File: config.mk
export PLATFORM = sky130hd
export DESIGN_NAME = msrm_top
export DESIGN_NICKNAME = d
export VERILOG_FILES = /design/src/inc/msrm_pkg.sv /design/src/rtl/msrm_decode.sv /design/src/rtl/msrm_top.sv
export SDC_FILE = /design/constraint.sdc
export NUM_CORES = 1
export LEC_CHECK = 0
export BUFFER_PORTS_ARGS = -buffer_cell sky130_fd_sc_hd__buf_4
export CORE_ASPECT_RATIO = 0.8
export CORE_MARGIN = 10
export CORE_UTILIZATION = 23
export CTS_CLUSTER_SIZE = 28
export DETAILED_ROUTE_END_ITERATION = 10
export SLEW_MARGIN = 10
export SYNTH_ARGS = -nofsm -noshare
export SYNTH_HDL_FRONTEND = slang
export SYNTH_SLANG_ARGS = --single-unit
File: constraint.sdc
create_clock -name ref_clk_i -period 2.4 [get_ports ref_clk_i]
set_clock_uncertainty 0.05 [all_clocks]
set_input_delay 0.24 -clock ref_clk_i [delete_from_list [all_inputs] [get_ports ref_clk_i]]
set_output_delay 0.24 -clock ref_clk_i [all_outputs]
set_load 0.01 [all_outputs]
File: src/inc/msrm_pkg.sv
// Package holding constants, modes and carriers of the mode select and resource map block.
package msrm_pkg;

    typedef enum logic [2:0] {
        MSRM_SPECIAL_SINGLE   = 3'h0,
        MSRM_SPECIAL_NARROW   = 3'h1,
        MSRM_SPECIAL_PERIPH   = 3'h2,
        MSRM_SPECIAL_WIDE     = 3'h3,
        MSRM_NORMAL_SINGLE    = 3'h4,
        MSRM_NORMAL_NARROW    = 3'h5,
        MSRM_RESERVED         = 3'h6,
        MSRM_NORMAL_WIDE      = 3'h7
    } msrm_mode_t;

    typedef enum logic [2:0] {
        MSRM_SEL_DEBUG_ROM,
        MSRM_SEL_REGS,
        MSRM_SEL_RAM,
        MSRM_SEL_EEPROM,
        MSRM_SEL_FLASH,
        MSRM_SEL_EXTERNAL,
        MSRM_SEL_NONE
    } msrm_sel_t;

    typedef enum logic [1:0] {
        MSRM_BUS_NONE,
        MSRM_BUS_NARROW,
        MSRM_BUS_WIDE
    } msrm_bus_t;

    localparam int unsigned MSRM_MODE_COUNT   = 8;
    localparam logic [4:0] MSRM_REG_POS_RESET = 5'h00;
    localparam logic [4:0] MSRM_RAM_POS_RESET = 5'h01;
    localparam logic [3:0] MSRM_EE_POS_RESET  = 4'h0;
    localparam logic [15:0] MSRM_REG_SIZE     = 16'h0200;
    localparam logic [15:0] MSRM_RAM_SIZE     = 16'h0400;
    localparam logic [15:0] MSRM_EE_OFFSET    = 16'h0d00;
    localparam logic [15:0] MSRM_EE_TOP       = 16'h1000;
    localparam logic [7:0]  MSRM_DEBUG_PAGE   = 8'hff;
    localparam logic [7:0]  MSRM_DEBUG_CTL_LO = 8'h00;
    localparam logic [7:0]  MSRM_DEBUG_CTL_HI = 8'h06;
    localparam int unsigned MSRM_MAP_DELAY    = 2;
    localparam logic [1:0]  MSRM_PE_PULLIN    = 2'h3;

    // Mapping register write request from the core.
    typedef struct packed {
        logic       reg_we;
        logic [4:0] reg_pos;
        logic       ram_we;
        logic [4:0] ram_pos;
        logic       ee_we;
        logic [3:0] ee_pos;
    } msrm_map_wr_t;

    // Pad configuration towards ports A, B and E.
    typedef struct packed {
        msrm_bus_t  bus;
        logic       port_ab_gpio;
        logic       port_e_bus_ctl;
        logic [1:0] port_e_input_only;
        logic       port_e_pullup;
        logic       port_ab_pullup;
    } msrm_pads_t;

endpackage : msrm_pkg

File: src/rtl/msrm_decode.sv
// Address decoder choosing the selected resource by fixed precedence.
`timescale 1ns/1ps
`default_nettype none
module msrm_decode
    import msrm_pkg::*;
(
    input  wire logic [15:0] addr_i,
    input  wire logic        cpu_access_i,
    input  wire logic        debug_active_i,
    input  wire logic        expanded_i,
    input  wire logic        flash_on_i,
    input  wire logic        flash_high_i,
    input  wire logic        ee_on_i,
    input  wire logic [4:0]  reg_pos_i,
    input  wire logic [4:0]  ram_pos_i,
    input  wire logic [3:0]  ee_pos_i,
    output msrm_sel_t        sel_o,
    output logic             debug_ctl_o
);

    logic in_debug;
    logic in_regs;
    logic in_ram;
    logic in_ee;
    logic in_flash;
    logic [15:0] ee_rel;

    assign ee_rel   = addr_i - {ee_pos_i, 12'h000};
    // The debug ROM covers the top page only for the core; serial debug sees user memory.
    assign in_debug = debug_active_i && cpu_access_i && (addr_i[15:8] == MSRM_DEBUG_PAGE);
    assign in_regs  = (addr_i[15:11] == reg_pos_i) && ({5'h00, addr_i[10:0]} < MSRM_REG_SIZE);
    assign in_ram   = (addr_i[15:11] == ram_pos_i) && ({5'h00, addr_i[10:0]} < MSRM_RAM_SIZE);
    assign in_ee    = ee_on_i && (addr_i[15:12] == ee_pos_i)
                      && (ee_rel >= MSRM_EE_OFFSET) && (ee_rel < MSRM_EE_TOP);
    assign in_flash = flash_on_i && (addr_i[15] == flash_high_i);
    assign debug_ctl_o = in_debug && (addr_i[7:0] >= MSRM_DEBUG_CTL_LO)
                         && (addr_i[7:0] <= MSRM_DEBUG_CTL_HI);

    always_comb begin
        if (in_debug) begin
            sel_o = MSRM_SEL_DEBUG_ROM;
        end else if (in_regs) begin
            sel_o = MSRM_SEL_REGS;
        end else if (in_ram) begin
            sel_o = MSRM_SEL_RAM;
        end else if (in_ee) begin
            sel_o = MSRM_SEL_EEPROM;
        end else if (in_flash) begin
            sel_o = MSRM_SEL_FLASH;
        end else if (expanded_i) begin
            sel_o = MSRM_SEL_EXTERNAL;
        end else begin
            sel_o = MSRM_SEL_NONE;
        end
    end

endmodule : msrm_decode
`default_nettype wire

File: src/rtl/msrm_top.sv
// Operating mode latch, mode dependent pad setup, mapping registers and resource decode.
`timescale 1ns/1ps
`default_nettype none
module msrm_top
    import msrm_pkg::*;
#(
    parameter int unsigned MODES = MSRM_MODE_COUNT
)(
    input  wire logic        ref_clk_i,
    input  wire logic        rst_i,
    input  wire logic        background_debug_pin_i,
    input  wire logic        mode_select_b_i,
    input  wire logic        mode_select_a_i,
    input  wire logic        mode_wr_i,
    input  wire logic [1:0]  mode_wr_ba_i,
    input  wire logic        mode_wr_special_n_i,
    input  wire msrm_map_wr_t map_wr_i,
    input  wire logic        debug_enable_cmd_i,
    input  wire logic        debug_active_cmd_i,
    input  wire logic        background_entry_instr_i,
    input  wire logic        debug_exit_i,
    input  wire logic        ee_on_i,
    input  wire logic        flash_on_i,
    input  wire logic        flash_high_i,
    input  wire logic [15:0] cpu_addr_i,
    input  wire logic        cpu_access_i,
    input  wire logic [15:0] debug_addr_i,
    input  wire logic        debug_req_i,
    input  wire logic        debug_write_i,
    input  wire logic        ext_wide_i,
    output msrm_mode_t       mode_o,
    output logic             special_mode_n_bit_o,
    output logic             cpu_run_o,
    output logic             skip_reset_vector_o,
    output logic             debug_enabled_o,
    output logic             debug_active_o,
    output logic             protect_bits_o,
    output msrm_pads_t       pads_o,
    output logic             split_transfer_o,
    output logic             split_high_first_o,
    output logic [4:0]       reg_pos_o,
    output logic [4:0]       ram_pos_o,
    output logic [3:0]       ee_pos_o,
    output msrm_sel_t        cpu_sel_o,
    output logic             debug_ctl_o,
    output logic             debug_grant_o,
    output msrm_sel_t        debug_sel_o,
    output logic             debug_refused_o
);

    // Any other mode count would leave pin codes without a decode.
    if (MODES != MSRM_MODE_COUNT) begin : g_mode_count_check
        $error("msrm_top supports exactly eight modes");
    end


    ////////////////////////////////////////////////////////////////////////////

    typedef struct packed {
        logic       in_reset;
        msrm_mode_t mode;
        logic       dbg_en;
        logic       dbg_act;
        logic [4:0] reg_pos;
        logic [4:0] ram_pos;
        logic [3:0] ee_pos;
        logic       reg_done;
        logic       ram_done;
        logic       ee_done;
        logic [4:0] reg_pend;
        logic [4:0] ram_pend;
        logic [3:0] ee_pend;
        logic [2:0] pend_v;
        logic       grant;
        msrm_sel_t  dsel;
        logic       refused;
    } msrm_state_t;

    msrm_state_t state;
    msrm_state_t next_state;
    msrm_sel_t   cpu_sel;
    msrm_sel_t   dbg_sel_c;
    logic        dbg_ctl_c;
    logic        special;
    logic        expanded;
    logic        single_chip;

    function automatic logic is_special(input msrm_mode_t m);
        return (m[2] == 1'b0);
    endfunction : is_special

    function automatic logic is_expanded(input msrm_mode_t m);
        return (m[0] == 1'b1);
    endfunction : is_expanded

    function automatic logic is_single(input msrm_mode_t m);
        return (m[1:0] == 2'h0);
    endfunction : is_single

    function automatic msrm_mode_t decode_pins(input logic [2:0] p);
        msrm_mode_t m;
        m = msrm_mode_t'(p);
        if (m == MSRM_RESERVED) begin
            m = MSRM_SPECIAL_PERIPH;
        end
        return m;
    endfunction : decode_pins

    assign special     = is_special(state.mode);
    assign expanded    = is_expanded(state.mode);
    assign single_chip = is_single(state.mode);

    ////////////////////////////////////////////////////////////////////////////

    always_comb begin
        next_state          = state;
        next_state.in_reset = 1'b0;
        next_state.grant    = 1'b0;
        next_state.refused  = 1'b0;
        next_state.pend_v   = 3'h0;
        // Pins sampled during every reset cycle; the last sample stands at the release.
        if (rst_i) begin
            next_state.in_reset = 1'b1;
            next_state.mode = decode_pins({background_debug_pin_i, mode_select_b_i,
                                           mode_select_a_i});
        end
        if (state.in_reset) begin
            // Special single-chip comes up with debug enabled and active.
            next_state.dbg_en  = (state.mode == MSRM_SPECIAL_SINGLE);
            next_state.dbg_act = (state.mode == MSRM_SPECIAL_SINGLE);
        end else if (!rst_i) begin
            // Mode bits: peripheral and reserved never reachable by a write.
            if (mode_wr_i && state.mode != MSRM_SPECIAL_PERIPH) begin
                if (special && decode_pins({mode_wr_special_n_i, mode_wr_ba_i})
                        != MSRM_SPECIAL_PERIPH) begin
                    next_state.mode = msrm_mode_t'({mode_wr_special_n_i, mode_wr_ba_i});
                end
            end
            if (debug_enable_cmd_i && state.mode != MSRM_SPECIAL_PERIPH) begin
                next_state.dbg_en = 1'b1;
            end
            if (state.dbg_en && (debug_active_cmd_i || background_entry_instr_i)) begin
                next_state.dbg_act = 1'b1;
            end else if (debug_exit_i) begin
                next_state.dbg_act = 1'b0;
            end
            // Writes are held one cycle, then applied: visible on the second cycle.
            if (map_wr_i.reg_we && (special || !state.reg_done)) begin
                next_state.reg_pend  = map_wr_i.reg_pos;
                next_state.pend_v[0] = 1'b1;
                next_state.reg_done  = 1'b1;
            end
            if (map_wr_i.ram_we && (special || !state.ram_done)) begin
                next_state.ram_pend  = map_wr_i.ram_pos;
                next_state.pend_v[1] = 1'b1;
                next_state.ram_done  = 1'b1;
            end
            if (map_wr_i.ee_we && (special || !state.ee_done)) begin
                next_state.ee_pend   = map_wr_i.ee_pos;
                next_state.pend_v[2] = 1'b1;
                next_state.ee_done   = 1'b1;
            end
            if (state.pend_v[0]) begin
                next_state.reg_pos = state.reg_pend;
            end
            if (state.pend_v[1]) begin
                next_state.ram_pos = state.ram_pend;
            end
            if (state.pend_v[2]) begin
                next_state.ee_pos = state.ee_pend;
            end
            // Debug memory access is served only in a cycle the core leaves idle.
            if (debug_req_i) begin
                if (!cpu_access_i && !(debug_write_i && (dbg_sel_c == MSRM_SEL_EEPROM
                        || dbg_sel_c == MSRM_SEL_FLASH))) begin
                    next_state.grant = 1'b1;
                    next_state.dsel  = dbg_sel_c;
                end else begin
                    next_state.refused = debug_write_i && !cpu_access_i;
                end
            end
        end
        if (rst_i) begin
            next_state.dbg_en   = 1'b0;
            next_state.dbg_act  = 1'b0;
            next_state.reg_pos  = MSRM_REG_POS_RESET;
            next_state.ram_pos  = MSRM_RAM_POS_RESET;
            next_state.ee_pos   = MSRM_EE_POS_RESET;
            next_state.reg_done = 1'b0;
            next_state.ram_done = 1'b0;
            next_state.ee_done  = 1'b0;
            next_state.pend_v   = 3'h0;
            next_state.dsel     = MSRM_SEL_NONE;
        end
    end

    always_ff @(posedge ref_clk_i) begin
        state <= next_state;
    end

    ////////////////////////////////////////////////////////////////////////////

    msrm_decode u_cpu_dec (
        .addr_i         (cpu_addr_i),
        .cpu_access_i   (1'b1),
        .debug_active_i (state.dbg_act),
        .expanded_i     (expanded),
        .flash_on_i     (flash_on_i),
        .flash_high_i   (flash_high_i),
        .ee_on_i        (ee_on_i || single_chip),
        .reg_pos_i      (state.reg_pos),
        .ram_pos_i      (state.ram_pos),
        .ee_pos_i       (state.ee_pos),
        .sel_o          (cpu_sel),
        .debug_ctl_o    (dbg_ctl_c)
    );

    // Serial debug reaches user memory under the top page.
    msrm_decode u_dbg_dec (
        .addr_i         (debug_addr_i),
        .cpu_access_i   (1'b0),
        .debug_active_i (state.dbg_act),
        .expanded_i     (expanded),
        .flash_on_i     (flash_on_i),
        .flash_high_i   (flash_high_i),
        .ee_on_i        (ee_on_i || single_chip),
        .reg_pos_i      (state.reg_pos),
        .ram_pos_i      (state.ram_pos),
        .ee_pos_i       (state.ee_pos),
        .sel_o          (dbg_sel_c),
        .debug_ctl_o    ()
    );

    ////////////////////////////////////////////////////////////////////////////

    always_comb begin
        pads_o = '0;
        case (state.mode)
            MSRM_NORMAL_WIDE, MSRM_SPECIAL_WIDE, MSRM_SPECIAL_PERIPH: begin
                pads_o.bus = MSRM_BUS_WIDE;
            end
            MSRM_NORMAL_NARROW, MSRM_SPECIAL_NARROW: begin
                pads_o.bus = MSRM_BUS_NARROW;
            end
            default: begin
                pads_o.bus          = MSRM_BUS_NONE;
                pads_o.port_ab_gpio = 1'b1;
            end
        endcase
        pads_o.port_e_bus_ctl    = expanded && (special || state.mode == MSRM_NORMAL_WIDE
                                   || state.mode == MSRM_NORMAL_NARROW);
        pads_o.port_e_input_only = MSRM_PE_PULLIN;
        pads_o.port_e_pullup     = 1'b1;
        pads_o.port_ab_pullup    = 1'b0;
    end

    assign mode_o               = state.mode;
    assign special_mode_n_bit_o = state.mode[2];
    assign cpu_run_o            = !state.in_reset && (state.mode != MSRM_SPECIAL_PERIPH);
    assign skip_reset_vector_o  = (state.mode == MSRM_SPECIAL_SINGLE);
    assign debug_enabled_o      = state.dbg_en;
    assign debug_active_o       = state.dbg_act;
    assign protect_bits_o       = !special;
    // External 16-bit data in special narrow goes as two byte cycles, high byte first.
    assign split_transfer_o     = (state.mode == MSRM_SPECIAL_NARROW) && ext_wide_i
                                  && (cpu_sel == MSRM_SEL_EXTERNAL);
    assign split_high_first_o   = split_transfer_o;
    assign reg_pos_o            = state.reg_pos;
    assign ram_pos_o            = state.ram_pos;
    assign ee_pos_o             = state.ee_pos;
    assign cpu_sel_o            = cpu_sel;
    assign debug_ctl_o          = dbg_ctl_c;
    assign debug_grant_o        = state.grant;
    assign debug_sel_o          = state.dsel;
    assign debug_refused_o      = state.refused;

endmodule : msrm_top
`default_nettype wire

After elaboration in Yosys (flattened, before gate mapping)
Cells that the tools add are included.

Magnitude comparators: 10. Mux-type cells: 40. Reductions and logical operators: 62. Add/sub/neg operators: 2. Eq/ne operators: 22. Bitwise gates (word level): 4.

Operators with widths (count): 3-bit 2-to-1 mux (16); 44-bit 2-to-1 mux (1); 16-bit by 12-bit greater-or-equal comparator with 1-bit output (second input constant) (2); 16-bit by 13-bit < comparator with 1-bit output (second input constant) (2); 16-bit subtractor (2); 5-bit 2-to-1 mux (6); 1-bit logical AND (29); 11-bit by 10-bit < comparator with 1-bit output (second input constant) (2); 11-bit < comparator (second input constant) (2); 5-bit equality test (4); 3-bit equality test (second input constant) (6); 3-bit AND reduction (6); 4-bit 2-to-1 mux (3); 1-bit 2-to-1 mux (10); 3-bit by 2-bit equality test with 1-bit output (second input constant) (3); 4-bit equality test (2); 8-bit equality test (second input constant) (1); 8-bit by 1-bit greater-or-equal comparator with 1-bit output (second input constant) (1); 8-bit by 3-bit less-or-equal comparator with 1-bit output (second input constant) (1); 1-bit logical OR (8); 1-bit logical NOT (6); 2-bit 2-to-1 mux (3); 3-bit by 2-bit != test with 1-bit output (second input constant) (2); 3-bit OR reduction (2); 14 further kinds (20).

Bits in registers: 45. Output and inout bits: 42. Bits of input ports: 69.

Logic depth before layout (Yosys ltp)
Depth in word-level cells: 17. Mapped depth: 10.

Modules after synthesis
Synthesis repeated with hierarchy kept, for this count alone.

Cell total of the unflattened synthesis: 292. Area, all modules: 2696.3 um^2.

Modules (own cells, without submodules): msrm_top (area each 1940.6 um^2, cells each 186, instances 1, seq. area each 1041.0 um^2); msrm_decode (area each 377.9 um^2, cells each 53, instances 2, seq. area each 0.0 um^2).

Worst setup path before layout
No wires, ideal clock.

Path kind: register -> output. Start: reg state, in the netlist ee_pos_o[0]. End: out split_transfer_o. Data arrival time: 2.236 ns. Slack: -0.126 ns. Cell stages (with the launch flop): 9. Cells stage by stage: dfxtp_1 ha_1 inv_1 fa_1 nor3b_1 a41o_1 a21oi_1 nor4_1 buf_4.

Cells in the longest elaborated chain, start to end: 10.

RTL lines: start: declaration (line msrm_top.sv:79) `msrm_state_t state;`; start signal: assignment (line msrm_top.sv:198) `state <= next_state;`; 16-bit subtractor / 4-bit equality test (equally long branches) (line msrm_decode.sv:28, msrm_decode.sv:33); 16-bit by 12-bit greater-or-equal comparator with 1-bit output / 1-bit logical AND (equally long branches) (line msrm_decode.sv:34, msrm_decode.sv:33); 1-bit logical AND (line msrm_decode.sv:34) `&& (ee_rel >= MSRM_EE_OFFSET) && (ee_rel < MSRM_EE_TOP);`; 1-bit logical AND (*) (line msrm_decode.sv:34); 3-bit 2-to-1 mux (*) (line msrm_decode.sv:46) `end else if (in_ee) begin`; 3-bit 2-to-1 mux (*) (line msrm_decode.sv:44) `end else if (in_ram) begin`; 3-bit 2-to-1 mux (*) (line msrm_decode.sv:42) `end else if (in_regs) begin`; 3-bit 2-to-1 mux (*) (line msrm_decode.sv:40) `if (in_debug) begin`; 3-bit equality test (*) (line msrm_top.sv:266) `&& (cpu_sel == MSRM_SEL_EXTERNAL);`; 1-bit logical AND (*) (line msrm_top.sv:266); end: declaration (line msrm_top.sv:39) `output logic split_transfer_o,`.

Every way passes the cells marked *; elsewhere a longest branch is shown, timed or not.

Worst setup path after layout
Start: reg state, in the netlist ee_pos_o[0]. End: out split_high_first_o.

Cells in the longest elaborated chain, start to end: 10.

RTL lines: 16-bit subtractor / 4-bit equality test (equally long branches) (line msrm_decode.sv:28, msrm_decode.sv:33); 16-bit by 12-bit greater-or-equal comparator with 1-bit output / 1-bit logical AND (equally long branches) (line msrm_decode.sv:34, msrm_decode.sv:33); 1-bit logical AND (line msrm_decode.sv:34); 1-bit logical AND (*) (line msrm_decode.sv:34); 3-bit 2-to-1 mux (*) (line msrm_decode.sv:46); 3-bit 2-to-1 mux (*) (line msrm_decode.sv:44); 3-bit 2-to-1 mux (*) (line msrm_decode.sv:42); 3-bit 2-to-1 mux (*) (line msrm_decode.sv:40); 3-bit equality test (*) (line msrm_top.sv:266); 1-bit logical AND (*) (line msrm_top.sv:266); end: declaration (line msrm_top.sv:40) `output logic split_high_first_o,`.

Marked as above.

==> summary.md <==
| Metric | Value |
|---|---|
| Outcome | `finished with violations` |
| Failing checks | `setup timing` |
| Fraction of layout cells with a size suffix above 1 | `0.391` |
| Reg2reg path depth | `8` |
| Rel. slew slack | `0.600` |
| Crit path DAT | `2.22 ns` |
| Hold EP | `state[17]` |
| Vias in the first global route | `2148` |
| Hold Path Class | `in2reg` |
| Root Driver | `clkbuf_16` |
| CTS max path bufs | `2` |
| HPWL after DPL | `6.77 mm` |
| Residual DRC | `0` |
| Seq/Total Area, Yosys | `0.417` |
| Netlist cell types | `47` |
| R2r startpoint | `ee_pos_o[0]` |
| Largest net degree at the start of global routing | `27` |
| Synth Register Bits | `45` |
| Pleak | `1.54 nW` |
| Worst hold path stage count | `1` |
| Total global-route track usage | `0.101` |
| Pre-Repair DR Iteration Count | `4` |
| R2R Setup Slk | `-0.06 ns` |
| VDD IR max | `0.228 mV` |
| Synth-to-Final Area Change | `39.8%` |
| Crit path capture type | `output pin` |
| Period utilization | `1.05` |
| Post-DR vias/cell | `4.34` |
| Final Hold Viols | `0` |
| H-tree depth | `2` |
| CP max stage delay | `0.46 ns` |
| # diodes | `0` |
| Reg2Reg Capture Point | `debug_sel_o[2]` |
| Detailed Route Iter0 Violations | `65` |
| DR vias | `2097` |
| Filler Cell Count | `1087` |
| Fmax | `398 MHz` |
| TNS Setup | `-0.285 ns` |
| Hold path start | `map_wr_i[11]` |
| Antenna violations before repair | `0` |
| P per Cell Area | `530 nW/um^2` |
| Mapped Avg Cell Area | `9.74 um^2` |
| First-pass GRT wire length | `12.1 mm` |
| Area of the die | `15400 um^2` |
| Antenna Nets Post-Route | `0` |
| Cell row count | `33` |
| Mapped Cells | `256` |
| Yosys warns | `0` |
| Crit path kind | `reg2out` |
| Core area | `10400 um^2` |
| Final setup fails | `3` |
| Top_reg_cell synth | `dfxtp_1` |
| CP cell instances | `ha_4, inv_2, fa_1, nor3b_2, a41o_1, a21oi_2, nor4_2, buf_4` |
| Fin nets | `419` |
| CP max FO | `3` |
| Top Ports | `111` |
| Reg clk slew, reported paths | `0.06 ns` |
| Routed wire length | `8.14 mm` |
| Synthesized area | `2490 um^2` |
| Max Cap Viol | `0` |
| Worst skew pair latency | `0.28 ns` |
| Synth async-reset ratio | `0` |
| Crit path time final | `2.51 ns` |
| Worst Setup Start Kind | `flop` |
| Clk sinks | `45` |
| Post-synth top area share | `0.249` |
| I/O Buffers | `98` |
| Top post-synthesis cells by area | `dfxtp_1 25%, edfxtp_1 17%, buf_4 7.8%` |
| Chip Width | `136 um` |
| Hold Slack | `0.0808 ns` |
| Setup WS post-layout | `-0.114 ns` |
| Slowest-stage cell, CP | `fa_1` |
| Initial core utilization | `0.240` |
| Synth area leader | `dfxtp_1` |
| Worst-margin pin slew | `0.595 ns` |
| Die Y | `113 um` |
| Pins Over Slew Limit | `0` |
| EDFF count, synth | `14` |
| Wire per inst | `16.9 um` |
| Worst EP required | `2.11 ns` |
| Grt total ovfl | `0` |
| Unrepaired setup endpoints after global routing | `true` |
| CTS buffer count | `5` |
| CTS tree | `yes` |
| Global placement routability congestion | `0.905` |
[kinds of logic after synthesis]
kind of cell / Yosys count / share of synthesized area
compound gates: 39 / 0.118
xor+xnor: 24 / 0.0843
fa+ha+maj: 8 / 0.0462
buf+inv: 49 / 0.113
flops: 45 / 0.417
mux: 15 / 0.0602
other cells: 2 / 0.00301
simple gates: 74 / 0.158
[timing repair]
| item | in CTS | in global routing |
|---|---|---|
| resized for setup | 12 | 3 |
| endpoints found under the setup margin | 9 | 8 |
| setup buffers | 1 | 2 |
| endpoints found under the hold margin | 0 | 0 |
| pin swaps | 9 | 3 |
| hold buffers | 0 | 0 |
[worst max-delay path by stage]
stage	slack, ns	start	to	cells past startpoint
after floorplan	0.02	ee_pos_o[0]	split_transfer_o	8
after global placement	-0.07	debug_addr_i[12]	debug_sel_o[2]	10
after detailed placement	-0.14	debug_addr_i[12]	debug_sel_o[2]	10
after CTS	-0.13	ee_pos_o[0]	split_transfer_o	8
after global routing	-0.24	ee_pos_o[0]	split_high_first_o	8
final	-0.11	ee_pos_o[0]	split_high_first_o	8
[cell type report]
class                           count  area (um^2)  area share
Tap cell                          140          175      0.0502
Clock inverter                      1         3.75     0.00108
Inverter                           14         52.6      0.0151
Sequential cell                    45         1050       0.300
Clock buffer                        7          133      0.0380
Multi-Input combinational cell    164         1240       0.355
Timing Repair Buffer              112          841       0.241
[sequential cells by signal, indices dropped and copies added, names as in the netlist]
name,cells
reg_pos_o,5
debug_enabled_o,1
debug_grant_o,1
debug_refused_o,1
ram_pos_o,5
debug_sel_o,3
mode_o,3
ee_pos_o,4
state,21
debug_active_o,1
[synth_stat cells (3+ instances only)]
cell      instances
a21oi_1          13
nor2b_1           3
dfxtp_1          31
nor4_1            4
buf_4            26
clkbuf_1          9
mux2i_1          15
o21ai_0           5
nand4_1           4
inv_1            14
nor3_1            5
xnor2_1          10
and3_1            4
nand2_1           9
edfxtp_1         14
xor2_1           14
nand3_1           5
ha_1              6
nor2_1           27
[per-layer routing]
layer / vias to the layer above / track usage / routed length [um]
li1: 1030 / - / -
met1: 971 / 0.129 / 3710
met2: 85 / 0.164 / 3750
met3: 11 / 0.0305 / 554
met4: 0 / 0.0262 / 119
met5: - / 0 / 0
[placed cells by master (no fill, tap or decap), types with 4 or more instances in the layout]
| cell | synthesis | layout |
|---|---|---|
| buf_4 | 26 | 112 |
| dfxtp_1 | 31 | 29 |
| nor2_1 | 27 | 27 |
| mux2i_1 | 15 | 15 |
| xor2_1 | 14 | 14 |
| edfxtp_1 | 14 | 14 |
| a21oi_1 | 13 | 12 |
| inv_1 | 14 | 11 |
| xnor2_1 | 10 | 10 |
| nand2_1 | 9 | 9 |
| nor3_1 | 5 | 5 |
| o21ai_0 | 5 | 5 |
| ha_1 | 6 | 5 |
| clkbuf_16 | 0 | 5 |
| and3_1 | 4 | 4 |
| nand4_1 | 4 | 4 |
| nand3_1 | 5 | 4 |
| conb_1 | 2 | 4 |
[per-stage QoR]
step / worst slack [ns] / total power [mW] / util / instances / area, um^2
floorplan: 0.0198 / 1.02 / - / 258 / 2510
global placement: -0.0691 / 1.19 / 0.314 / 472 / 3270
detailed placement: -0.141 / 1.20 / 0.314 / 472 / 3270
CTS: -0.134 / 1.86 / 0.333 / 481 / 3460
global route: -0.243 / 1.93 / 0.335 / 483 / 3490
finish: -0.114 / 1.85 / 0.335 / 483 / 3490
[worst max-delay path: cells and delay by family (launching register included)]
kind	cells	cell delay, ns
AO/OA/AOI/OAI	2	0.27
adder cells (fa/ha/maj)	2	0.59
buffers and inverters	2	0.21
flip-flops	1	0.37
AND/OR/NAND/NOR	2	0.49
[power by group]
part           leakage (nW)  switching [mW]  internal (mW)  total (mW)
clock network        0.0655           0.272          0.383       0.655
logic                  1.09           0.165          0.187       0.352
registers             0.383          0.0278          0.814       0.842
(Power assumes the default switching activity.)
